## config.mk

```make
export PLATFORM = sky130hd
export DESIGN_NAME = rtcs_top
export DESIGN_NICKNAME = d
export VERILOG_FILES = /design/src/logic/rtcs_i2c_slave.v /design/src/logic/rtcs_timebase.v /design/src/logic/rtcs_top.v
export VERILOG_INCLUDE_DIRS = /design/src /design/src/logic
export SDC_FILE = /design/constraint.sdc
export NUM_CORES = 1
export LEC_CHECK = 0
export BUFFER_PORTS_ARGS = -buffer_cell sky130_fd_sc_hd__buf_2
export CORE_UTILIZATION = 28
export CTS_CLUSTER_SIZE = 10
export DETAILED_ROUTE_END_ITERATION = 16
export GPL_ROUTABILITY_DRIVEN = 0
export SLEW_MARGIN = 20
export SYNTH_ARGS = -nofsm -noshare
export SYNTH_HDL_FRONTEND = slang
export SYNTH_SLANG_ARGS = --single-unit
export TNS_END_PERCENT = 10
```

## constraint.sdc

```tcl
create_clock -name clock -period 3.1 [get_ports clock]
set_input_delay 0.31 -clock clock [delete_from_list [all_inputs] [get_ports clock]]
set_output_delay 0.31 -clock clock [all_outputs]
set_load 0.02 [all_outputs]
```

## src/logic/rtcs_consts.vh

```
// named constants for the rtc control and status block
// assumes inclusion by every rtcs design file
`ifndef RTCS_CONSTS_VH
`define RTCS_CONSTS_VH

// ---------------------------------------------------------------
// serial link
// ---------------------------------------------------------------
`define RTCS_SLAVE_ADDR 7'h6F

// ---------------------------------------------------------------
// register map
// ---------------------------------------------------------------
`define RTCS_ADDR_TIME_FIRST 8'h00
`define RTCS_ADDR_TIME_LAST 8'h06
`define RTCS_ADDR_STATUS 8'h07
`define RTCS_ADDR_INTCTL 8'h08
`define RTCS_ADDR_TS_FIRST 8'h14
`define RTCS_ADDR_TS_LAST 8'h19
`define RTCS_TIME_BYTES 7
`define RTCS_TS_BYTES 6

// ---------------------------------------------------------------
// status_flags fields
// ---------------------------------------------------------------
`define RTCS_SR_PLOSS 0
`define RTCS_SR_BAT 1
`define RTCS_SR_ALM 2
`define RTCS_SR_EVT 3
`define RTCS_SR_WREN 4
`define RTCS_SR_OSCDIS 6
`define RTCS_SR_AUTOCLR 7

// ---------------------------------------------------------------
// interrupt_output_control fields
// ---------------------------------------------------------------
`define RTCS_INT_SEL_MSB 3
`define RTCS_INT_SEL_LSB 0
`define RTCS_INT_FOBAT 4
`define RTCS_INT_SWMODE 5
`define RTCS_INT_ALARM_FUNCTION_ENABLE 6
`define RTCS_INT_PULSE 7

// ---------------------------------------------------------------
// reset values and output select codes
// ---------------------------------------------------------------
`define RTCS_RST_BYTE 8'h00
`define RTCS_RST_PLOSS 1'b1
`define RTCS_SEL_OFF 4'h0
`define RTCS_SEL_TB 4'h1

// ---------------------------------------------------------------
// timing
// ---------------------------------------------------------------
`define RTCS_CLK_HZ 200000000
`define RTCS_TB_HZ 32768
`define RTCS_TB_HALF_CYC (`RTCS_CLK_HZ / (2 * `RTCS_TB_HZ))
`define RTCS_PULSE_MS 250
`define RTCS_PULSE_CYC ((`RTCS_CLK_HZ / 1000) * `RTCS_PULSE_MS)
`define RTCS_SEC_MASK 15'h7FFF

`endif

```

## src/logic/rtcs_i2c_slave.v

```verilog
// two-wire serial slave: address match, pointer, byte strobes
// assumes scl/sda already synchronised to clock by the parent
`timescale 1ns/10ps
`include "rtcs_consts.vh"

module rtcs_i2c_slave (
  input wire clock,
  input wire rst_b,
  input wire enable,
  input wire scl_s,
  input wire sda_s,
  input wire [7:0] rd_data,
  output wire [7:0] rd_ptr,
  output reg [7:0] acc_addr_q,
  output reg [7:0] wr_data_q,
  output reg wr_stb_q,
  output reg rd_stb_q,
  output reg stop_q,
  output reg sda_oe_q
);
  localparam ST_IDLE = 3'd0;
  localparam ST_ADDR = 3'd1;
  localparam ST_ACKA = 3'd2;
  localparam ST_WRX = 3'd3;
  localparam ST_ACKW = 3'd4;
  localparam ST_RDX = 3'd5;
  localparam ST_ACKR = 3'd6;

  reg scl_p_q;
  reg sda_p_q;
  reg [2:0] state_q;
  reg [3:0] cnt_q;
  reg [7:0] sh_q;
  reg [7:0] ptr_q;
  reg rw_q;
  reg first_q;
  wire scl_rise = scl_s & ~scl_p_q;
  wire scl_fall = ~scl_s & scl_p_q;
  wire start_c = scl_s & scl_p_q & sda_p_q & ~sda_s;
  wire stop_c = scl_s & scl_p_q & ~sda_p_q & sda_s;

  assign rd_ptr = ptr_q;

  always @(posedge clock or negedge rst_b) begin
    if (!rst_b) begin
      scl_p_q <= 1'b1;
      sda_p_q <= 1'b1;
      state_q <= ST_IDLE;
      cnt_q <= 4'h0;
      sh_q <= 8'h00;
      ptr_q <= 8'h00;
      rw_q <= 1'b0;
      first_q <= 1'b0;
      acc_addr_q <= 8'h00;
      wr_data_q <= 8'h00;
      wr_stb_q <= 1'b0;
      rd_stb_q <= 1'b0;
      stop_q <= 1'b0;
      sda_oe_q <= 1'b0;
    end else begin
      scl_p_q <= scl_s;
      sda_p_q <= sda_s;
      wr_stb_q <= 1'b0;
      rd_stb_q <= 1'b0;
      stop_q <= 1'b0;
      if (!enable) begin
        state_q <= ST_IDLE;
        sda_oe_q <= 1'b0;
      end else if (start_c) begin
        state_q <= ST_ADDR;
        cnt_q <= 4'h0;
        sda_oe_q <= 1'b0;
      end else if (stop_c) begin
        stop_q <= 1'b1;
        state_q <= ST_IDLE;
        sda_oe_q <= 1'b0;
      end else if (scl_rise) begin
        case (state_q)
          ST_ADDR, ST_WRX: begin
            sh_q <= {sh_q[6:0], sda_s};
            cnt_q <= cnt_q + 4'h1;
          end
          ST_RDX: cnt_q <= cnt_q + 4'h1;
          ST_ACKR: if (sda_s) state_q <= ST_IDLE;
          default: ;
        endcase
      end else if (scl_fall) begin
        case (state_q)
          ST_ADDR: begin
            if (cnt_q == 4'h8) begin
              if (sh_q[7:1] == `RTCS_SLAVE_ADDR) begin
                rw_q <= sh_q[0];
                sda_oe_q <= 1'b1;
                state_q <= ST_ACKA;
              end else begin
                state_q <= ST_IDLE;
              end
            end
          end
          ST_ACKA: begin
            cnt_q <= 4'h0;
            if (rw_q) begin
              sh_q <= rd_data;
              sda_oe_q <= ~rd_data[7];
              acc_addr_q <= ptr_q;
              rd_stb_q <= 1'b1;
              ptr_q <= ptr_q + 8'h01;
              state_q <= ST_RDX;
            end else begin
              sda_oe_q <= 1'b0;
              first_q <= 1'b1;
              state_q <= ST_WRX;
            end
          end
          ST_WRX: begin
            if (cnt_q == 4'h8) begin
              sda_oe_q <= 1'b1;
              state_q <= ST_ACKW;
              if (first_q) begin
                ptr_q <= sh_q;
              end else begin
                acc_addr_q <= ptr_q;
                wr_data_q <= sh_q;
                wr_stb_q <= 1'b1;
              end
            end
          end
          ST_ACKW: begin
            if (!first_q)
              ptr_q <= ptr_q + 8'h01;
            first_q <= 1'b0;
            cnt_q <= 4'h0;
            sda_oe_q <= 1'b0;
            state_q <= ST_WRX;
          end
          ST_RDX: begin
            if (cnt_q == 4'h8) begin
              sda_oe_q <= 1'b0;
              state_q <= ST_ACKR;
            end else begin
              sda_oe_q <= ~sh_q[3'd7 - cnt_q[2:0]];
            end
          end
          ST_ACKR: state_q <= ST_ACKA;
          default: state_q <= ST_IDLE;
        endcase
      end
    end
  end
endmodule // rtcs_i2c_slave

```

## src/logic/rtcs_timebase.v

```verilog
// 32.768 kHz timebase: crystal divider or external pin, prescaler
// assumes ext_lvl is already synchronised to clock
`timescale 1ns/10ps
`include "rtcs_consts.vh"

module rtcs_timebase #(
  parameter HALF_CYC = `RTCS_TB_HALF_CYC
) (
  input wire clock,
  input wire rst_b,
  input wire osc_disable,
  input wire ext_lvl,
  input wire resync,
  output wire tb_lvl,
  output reg tick_q,
  output reg [19:0] cnt_q
);
  reg [12:0] div_q;
  reg xtal_q;
  reg prev_q;

  // crystal stopped while the external source is in use
  assign tb_lvl = osc_disable ? ext_lvl : xtal_q;

  always @(posedge clock or negedge rst_b) begin
    if (!rst_b) begin
      div_q <= 13'h0000;
      xtal_q <= 1'b0;
      prev_q <= 1'b0;
      tick_q <= 1'b0;
      cnt_q <= 20'h00000;
    end else begin
      if (osc_disable) begin
        div_q <= 13'h0000;
      end else if (div_q == HALF_CYC[12:0] - 13'h0001) begin
        div_q <= 13'h0000;
        xtal_q <= ~xtal_q;
      end else begin
        div_q <= div_q + 13'h0001;
      end
      prev_q <= tb_lvl;
      tick_q <= tb_lvl & ~prev_q;
      if (resync)
        cnt_q <= 20'h00000;
      else if (tick_q)
        cnt_q <= cnt_q + 20'h00001;
    end
  end
endmodule // rtcs_timebase

```

## src/logic/rtcs_top.v

```verilog
// rtc control and status registers behind a two-wire serial slave
// assumes supply comparators, tamper, scl/sda arrive asynchronously
// Operation
// - power-loss flag reads 1 after power-up from total supply loss
// - losing only one supply leaves the power-loss flag untouched
// - first enabled time-keeping byte write clears the power-loss flag
// - switching to backup supply sets battery flag until cleared
// - writing 0 clears battery, alarm, event flags; writing 1 does nothing
// - enabled alarm match sets the alarm flag
// - alarm set during a status read survives that read's auto-clear
// - enabled tamper high sets event flag, drives event pin low, stamps time
// - timestamp kept while event flag set; next stamp after clearing
// - auto-clear clears battery, alarm, event after status read with stop
// - time writes accepted only with clock-write enable, reset 0
// - after time write and stop, clock counts, 1Hz resynced to stop
// - oscillator-disable selects external pin timebase, reset 0
// - output select code picks clock output frequency, 0 is off
// - battery-off bit disables clock output while on backup
// - switch mode 0 needs both comparators, mode 1 only hysteresis one
// - alarm enable gates alarm; nonzero output select disables alarm
// - pulse mode: each match gives one 250ms low interrupt pulse
// - level mode: interrupt low until alarm flag cleared
// - time-keeping section occupies addresses 00h to 06h
`timescale 1ns/10ps
`include "rtcs_consts.vh"

module rtcs_top #(
  parameter PULSE_CYC = `RTCS_PULSE_CYC
) (
  input wire clock,
  input wire rst_b,
  input wire scl_pin,
  input wire sda_in,
  output wire sda_out,
  output wire sda_oe,
  input wire oscillator_input_pin,
  input wire tamper_input_pin,
  input wire event_detect_enable,
  input wire main_below_backup_hys,
  input wire main_below_trip,
  input wire alarm_match,
  output wire clock_output_pin_out,
  output reg clock_output_pin_oe,
  output wire event_output_n_out,
  output reg event_output_n_oe,
  output wire irq_n_out,
  output reg irq_n_oe,
  output reg on_battery_q,
  output reg crystal_enable_q,
  output reg tick_1hz_q
);
  // ---------------------------------------------------------------
  // input synchronisers
  // ---------------------------------------------------------------
  reg [5:0] sync1_q;
  reg [5:0] sync2_q;
  wire [5:0] async_in = {main_below_trip, main_below_backup_hys, tamper_input_pin,
                         oscillator_input_pin, sda_in, scl_pin};
  wire scl_s = sync2_q[0];
  wire sda_s = sync2_q[1];
  wire osc_s = sync2_q[2];
  wire tamper_s = sync2_q[3];
  wire below_hys_s = sync2_q[4];
  wire below_trip_s = sync2_q[5];

  always @(posedge clock or negedge rst_b) begin
    if (!rst_b) begin
      sync1_q <= 6'h03;
      sync2_q <= 6'h03;
    end else begin
      sync1_q <= async_in;
      sync2_q <= sync1_q;
    end
  end

  // ---------------------------------------------------------------
  // register state
  // ---------------------------------------------------------------
  reg [7:0] time_q [0:`RTCS_TIME_BYTES-1];
  reg [7:0] ts_q [0:`RTCS_TS_BYTES-1];
  reg power_loss_flag_q;
  reg battery_switch_flag_q;
  reg alarm_match_flag_q;
  reg tamper_event_flag_q;
  reg clock_write_enable_q;
  reg oscillator_disable_q;
  reg status_autoclear_enable_q;
  reg [7:0] intctl_q;
  reg running_q;
  reg time_wr_pend_q;
  reg sr_rd_pend_q;
  reg alm_during_rd_q;
  reg [25:0] pulse_cnt_q;

  wire [3:0] clkout_select = intctl_q[`RTCS_INT_SEL_MSB:`RTCS_INT_SEL_LSB];
  wire clkout_battery_off = intctl_q[`RTCS_INT_FOBAT];
  wire supply_switch_mode = intctl_q[`RTCS_INT_SWMODE];
  wire alarm_function_enable = intctl_q[`RTCS_INT_ALARM_FUNCTION_ENABLE];
  wire alarm_pulse_mode = intctl_q[`RTCS_INT_PULSE];

  // ---------------------------------------------------------------
  // serial slave and timebase
  // ---------------------------------------------------------------
  wire [7:0] rd_ptr;
  wire [7:0] acc_addr;
  wire [7:0] wr_data;
  wire wr_stb;
  wire rd_stb;
  wire stop_stb;
  wire slave_oe;
  reg [7:0] rd_data;

  rtcs_i2c_slave u_slave (
    .clock(clock),
    .rst_b(rst_b),
    .enable(~(on_battery_q & supply_switch_mode)),
    .scl_s(scl_s),
    .sda_s(sda_s),
    .rd_data(rd_data),
    .rd_ptr(rd_ptr),
    .acc_addr_q(acc_addr),
    .wr_data_q(wr_data),
    .wr_stb_q(wr_stb),
    .rd_stb_q(rd_stb),
    .stop_q(stop_stb),
    .sda_oe_q(slave_oe)
  );
  assign sda_out = 1'b0;
  assign sda_oe = slave_oe;

  wire resync = stop_stb & time_wr_pend_q;
  wire tb_lvl;
  wire tb_tick;
  wire [19:0] tb_cnt;

  rtcs_timebase u_tb (
    .clock(clock),
    .rst_b(rst_b),
    .osc_disable(oscillator_disable_q),
    .ext_lvl(osc_s),
    .resync(resync),
    .tb_lvl(tb_lvl),
    .tick_q(tb_tick),
    .cnt_q(tb_cnt)
  );
  wire sec_tick = tb_tick & (tb_cnt[14:0] == `RTCS_SEC_MASK);

  // ---------------------------------------------------------------
  // decode and events
  // ---------------------------------------------------------------
  wire time_sel = (acc_addr <= `RTCS_ADDR_TIME_LAST);
  wire time_wr = wr_stb & time_sel & clock_write_enable_q;
  wire sr_wr = wr_stb & (acc_addr == `RTCS_ADDR_STATUS);
  wire int_wr = wr_stb & (acc_addr == `RTCS_ADDR_INTCTL);
  wire sr_rd = rd_stb & (acc_addr == `RTCS_ADDR_STATUS);
  wire autoclr = stop_stb & sr_rd_pend_q & status_autoclear_enable_q;
  wire alarm_on = alarm_function_enable & (clkout_select == `RTCS_SEL_OFF);
  wire alm_set = alarm_match & alarm_on;
  wire evt_set = event_detect_enable & tamper_s & ~tamper_event_flag_q;
  wire to_battery = supply_switch_mode ? below_hys_s : (below_hys_s & below_trip_s);

  always @* begin
    rd_data = `RTCS_RST_BYTE;
    if (rd_ptr <= `RTCS_ADDR_TIME_LAST)
      rd_data = time_q[rd_ptr[2:0]];
    else if (rd_ptr == `RTCS_ADDR_STATUS)
      rd_data = {status_autoclear_enable_q, oscillator_disable_q, 1'b0, clock_write_enable_q,
                 tamper_event_flag_q, alarm_match_flag_q, battery_switch_flag_q, power_loss_flag_q};
    else if (rd_ptr == `RTCS_ADDR_INTCTL)
      rd_data = intctl_q;
    else if ((rd_ptr >= `RTCS_ADDR_TS_FIRST) && (rd_ptr <= `RTCS_ADDR_TS_LAST))
      rd_data = ts_q[rd_ptr[2:0] - 3'd4];
  end

  // ---------------------------------------------------------------
  // status and control registers
  // ---------------------------------------------------------------
  always @(posedge clock or negedge rst_b) begin
    if (!rst_b) begin
      power_loss_flag_q <= `RTCS_RST_PLOSS;
      battery_switch_flag_q <= 1'b0;
      alarm_match_flag_q <= 1'b0;
      tamper_event_flag_q <= 1'b0;
      clock_write_enable_q <= 1'b0;
      oscillator_disable_q <= 1'b0;
      status_autoclear_enable_q <= 1'b0;
      intctl_q <= `RTCS_RST_BYTE;
      on_battery_q <= 1'b0;
      running_q <= 1'b0;
      time_wr_pend_q <= 1'b0;
      sr_rd_pend_q <= 1'b0;
      alm_during_rd_q <= 1'b0;
    end else begin
      on_battery_q <= to_battery;
      if (time_wr)
        power_loss_flag_q <= 1'b0;
      if (sr_wr) begin
        clock_write_enable_q <= wr_data[`RTCS_SR_WREN];
        oscillator_disable_q <= wr_data[`RTCS_SR_OSCDIS];
        status_autoclear_enable_q <= wr_data[`RTCS_SR_AUTOCLR];
      end
      if (int_wr)
        intctl_q <= wr_data;
      // flags: set has priority over any clear
      if (to_battery & ~on_battery_q)
        battery_switch_flag_q <= 1'b1;
      else if (autoclr | (sr_wr & ~wr_data[`RTCS_SR_BAT]))
        battery_switch_flag_q <= 1'b0;
      if (alm_set)
        alarm_match_flag_q <= 1'b1;
      else if ((autoclr & ~alm_during_rd_q) | (sr_wr & ~wr_data[`RTCS_SR_ALM]))
        alarm_match_flag_q <= 1'b0;
      if (evt_set)
        tamper_event_flag_q <= 1'b1;
      else if (autoclr | (sr_wr & ~wr_data[`RTCS_SR_EVT]))
        tamper_event_flag_q <= 1'b0;
      if (stop_stb)
        time_wr_pend_q <= 1'b0;
      else if (time_wr)
        time_wr_pend_q <= 1'b1;
      if (resync)
        running_q <= 1'b1;
      if (stop_stb) begin
        sr_rd_pend_q <= 1'b0;
        alm_during_rd_q <= 1'b0;
      end else begin
        if (sr_rd)
          sr_rd_pend_q <= 1'b1;
        if (alm_set & (sr_rd | sr_rd_pend_q))
          alm_during_rd_q <= 1'b1;
      end
    end
  end

  // ---------------------------------------------------------------
  // time-keeping bytes, seconds count, timestamp
  // ---------------------------------------------------------------
  wire [7:0] sec = time_q[0];
  wire [7:0] sec_next = (sec[3:0] != 4'h9) ? {sec[7:4], sec[3:0] + 4'h1} :
                        (sec[6:4] == 3'h5) ? 8'h00 : {1'b0, sec[6:4] + 3'h1, 4'h0};

  genvar gi;
  generate
    for (gi = 0; gi < `RTCS_TIME_BYTES; gi = gi + 1) begin : g_time
      always @(posedge clock or negedge rst_b) begin
        if (!rst_b) begin
          time_q[gi] <= `RTCS_RST_BYTE;
        end else if (time_wr && (acc_addr[2:0] == gi)) begin
          time_q[gi] <= wr_data;
        end else if ((gi == 0) && running_q && sec_tick) begin
          time_q[gi] <= sec_next;
        end
      end
    end
    for (gi = 0; gi < `RTCS_TS_BYTES; gi = gi + 1) begin : g_ts
      always @(posedge clock or negedge rst_b) begin
        if (!rst_b)
          ts_q[gi] <= `RTCS_RST_BYTE;
        else if (evt_set)
          ts_q[gi] <= time_q[gi];
      end
    end
  endgenerate

  // ---------------------------------------------------------------
  // clock output selection
  // ---------------------------------------------------------------
  reg clock_output_pin_lvl;
  always @* begin
    case (clkout_select)
      4'h1: clock_output_pin_lvl = tb_lvl;
      4'h2: clock_output_pin_lvl = tb_cnt[2];
      4'h3: clock_output_pin_lvl = tb_cnt[4];
      4'h4: clock_output_pin_lvl = tb_cnt[8];
      4'h5: clock_output_pin_lvl = tb_cnt[9];
      4'h6: clock_output_pin_lvl = tb_cnt[10];
      4'h7: clock_output_pin_lvl = tb_cnt[11];
      4'h8: clock_output_pin_lvl = tb_cnt[12];
      4'h9: clock_output_pin_lvl = tb_cnt[13];
      4'hA: clock_output_pin_lvl = tb_cnt[14];
      4'hB: clock_output_pin_lvl = tb_cnt[15];
      4'hC: clock_output_pin_lvl = tb_cnt[16];
      4'hD: clock_output_pin_lvl = tb_cnt[17];
      4'hE: clock_output_pin_lvl = tb_cnt[18];
      4'hF: clock_output_pin_lvl = tb_cnt[19];
      default: clock_output_pin_lvl = 1'b1;
    endcase
  end
  wire clock_output_pin_on = (clkout_select != `RTCS_SEL_OFF) & ~(on_battery_q & clkout_battery_off);

  // ---------------------------------------------------------------
  // interrupt, event and clock output pins
  // ---------------------------------------------------------------
  assign clock_output_pin_out = 1'b0;
  assign event_output_n_out = 1'b0;
  assign irq_n_out = 1'b0;

  always @(posedge clock or negedge rst_b) begin
    if (!rst_b) begin
      pulse_cnt_q <= 26'h0000000;
      irq_n_oe <= 1'b0;
      event_output_n_oe <= 1'b0;
      clock_output_pin_oe <= 1'b0;
      crystal_enable_q <= 1'b0;
      tick_1hz_q <= 1'b0;
    end else begin
      if (alm_set & alarm_pulse_mode)
        pulse_cnt_q <= PULSE_CYC[25:0];
      else if (pulse_cnt_q != 26'h0000000)
        pulse_cnt_q <= pulse_cnt_q - 26'h0000001;
      if (alarm_pulse_mode)
        irq_n_oe <= (alm_set | (pulse_cnt_q > 26'h0000001));
      else
        irq_n_oe <= alarm_match_flag_q;
      event_output_n_oe <= tamper_event_flag_q | evt_set;
      clock_output_pin_oe <= clock_output_pin_on & ~clock_output_pin_lvl;
      crystal_enable_q <= ~oscillator_disable_q;
      tick_1hz_q <= sec_tick & running_q;
    end
  end
endmodule // rtcs_top

```

==> qor.csv <==
metric,value,unit
outcome,"complete, no violations",
WP data required,3.51,ns
Multi-input gate area,5484,um^2
RSZ-0062 raised after global routing,no,
final wirelength,28.25,mm
vias in the first global route,8485,
Cell Pwr Density,507.1,nW/um^2
die area,43980,um^2
Commonest cells post-synth,"dfrtp_1, mux2_2, nor2_1",
dpl hpwl,18.59,mm
die extent in x,209.7,um
Yosys reg bits,250,
first-pass GRT wire length,46.38,mm
post-route ant nets,0,
Peak Freq,388.5,MHz
maximum VDD drop,0.0003743,V
routed via count,8382,
largest net degree at the start of global routing,80,
Leak,0.006042,uW
worst setup margin,0.5261,ns
H-tree Lvls,1,
CTS buffer count,30,
Initial Util,28.61,%
total gr overflow,0,
Post-synth ARST share,100.0,%
Syn Inst Count,1087,
initial antenna violation count,0,
Layout Utilization,32.62,%
Synth warnings,0,
WL/cell,16.96,um
Via density,5.031,
Avg Synthesized Cell Area,11.11,um^2
Port Buffer Count,16,
post-synthesis cell type count,64,
Clock Latency Late Sink,0.56,ns
"count leader, synth",dfrtp_1,
Post-Route Setup TNS,0,ns
register area,6266,um^2
MaxCap Viol Count,0,
largest cells by area after synthesis,"dfrtp_1, mux2_2, nor2_1",
DR pass1 iterations,5,
final hold violations,0,
CP max FO,8,
period utilization,83.03,%
dominant synthesized flop cell,dfrtp_1,
Final Non-Filler Cells,1666,
Root Driver,clkbuf_16,
worst slack at placement,0.5452,ns
clk_skew,0.02054,ns
sequential fraction of the synthesis area,51.85,%
Placed Cells,1611,
worst hold path type,input pin to flop,
"reg-to-reg slack, setup",0.53,ns
hold_ws,0.2992,ns
nets,1136,
post-CTS sizing,0,
cell taking the most area after synthesis,dfrtp_1,
clock slew at reported path FFs,0.06,ns
CTS Hold Buffers Added,8,
CP Class,flop to flop,
crit path cell chain,or4_4 > or3_1 > or4_4 > nand3_1 > xor2_1 > nor2_1,
Antenna Diode Count,0,
Die Height,209.7,um
headroom to the max-slew limit,48.75,%
Critical Path End Type,flop,
number of flops mapped to enable cells by yosys,0,
IO Pins,21,
Tmin final,2.574,ns
share of cells above drive strength 1,20.85,%
"slowest stage delay, CP",0.65,ns
Core ar.,42230,um^2
Rows,75,
Worst Setup Start Kind,flop,
Yosys top cell area share,50.33,%
Area Overhead vs Synth,14.00,%
Crit path top cell by count,or4_4,
initial detailed-routing violation count,637,
worst endpoint data arrival time,2.98,ns
cell area after synthesis,12080,um^2
clock net sink count,250,
Tot GR Track Use,13.03,%
Post-CTS Setup Inserts,0,
DRC viols,0,
filler cell count,4232,
CTS max path bufs,3,
final-report setup violation count,0,
Worst Tran Pin Value,0.7654,ns
CTS tree,done,
slowest library cell on the worst path,or4_4,
"Slew Viols, Final",0,
-- area by class of cell --
class	instances	area share [%]
clock buffer	44	6.050
clock inverter	3	0.2180
inverter	24	0.6541
multi-input combinational	757	39.82
sequential	250	45.49
tap	539	4.896
timing repair buffer	49	2.871
-- report_power, final --
| group | switching (uW) | internal (uW) |
|---|---|---|
| Combinational | 204 | 150 |
| Sequential | 139 | 3340 |
| Clock | 1320 | 1830 |
-- through the flow --
stage | instance area (um^2) | total power (uW)
finish | 13770 | 6984
global route | 13770 | 7262
CTS | 13770 | 7073
detailed placement | 12830 | 3888
global placement | 12830 | 3877
floorplan | 12090 | 3705
-- worst max-delay path: cells and delay by family, from the launching register on --
kind	cells	cell delay (ns)
xor gates and xnor gates	1	0.15
and+or+nand+nor	5	1.87
DFF	1	0.42
-- state kept, by name (all words and copies together), names as in the netlist, 8 cells and up --
signal and count:
u_slave.acc_addr_q 8, ts_q 48, u_tb.div_q 13, intctl_q 8, u_slave.rd_ptr 8, u_slave.wr_data_q 8, time_q 48, u_tb.cnt_q 20
u_slave.sh_q 8, sec 8, pulse_cnt_q 26
-- routing by layer --
| layer | vias up | global-route usage [%] | part of all wire (%) |
|---|---|---|---|
| met5 | - | 0 | 0 |
| met4 | 0 | 3.952 | 2.4 |
| met3 | 40 | 2.125 | 3.8 |
| met2 | 138 | 20.66 | 45 |
| met1 | 4257 | 18.21 | 48 |
| li1 | 3947 | - | - |
-- final timing paths --
| path | start | endpoint | cells past startpoint |
|---|---|---|---|
| min in group asynchronous | rst_b | ts_q[4]$_DFFE_PN0P_ | 2 |
| worst max register to register | pulse_cnt_q[16]$_DFFE_PN0P_ | pulse_cnt_q[9]$_DFFE_PN0P_ | 6 |
| worst min register to register | sync1_q[3]$_DFF_PN0_ | sync2_q[3]$_DFF_PN0_ | 0 |
| worst max-delay path | pulse_cnt_q[16]$_DFFE_PN0P_ | pulse_cnt_q[9]$_DFFE_PN0P_ | 6 |
| worst min-delay path | alarm_match | alm_during_rd_q$_DFFE_PN0P_ | 6 |
| max in group asynchronous | rst_b | sync1_q[0]$_DFF_PN1_ | 3 |
-- cell usage in the layout (no fill, tap or decap), drive strengths merged, types with 13 or more instances in the layout --
master and n:
buf 41, nand3 39, mux2 129, dfrtp 243
nor3 17, inv 24, ha 14, clkbuf 44
nor2b 14, a21oi 39, mux2i 23, xnor2 14
nor2 97, o211ai 18, xor2 37, nand2 84
o21ai 42, o22ai 14, nand2b 13
-- kinds of logic (layout without fill, tap and decap cells) --
logic type                 count (synthesis)  in the layout  share of synthesized area (%)
AOI/OAI and AO/OA                        180            180                          9.714
xor gates and xnor gates                  51             51                          3.697
adders and majority gates                 14             14                          1.450
buffers and inverters                     83            120                          2.848
DFF                                      250            250                          51.85
muxes                                    164            164                          16.17
other                                      1              4                        0.03104
and+or+nand+nor                          344            344                          14.24
(Power assumes the default switching activity.)
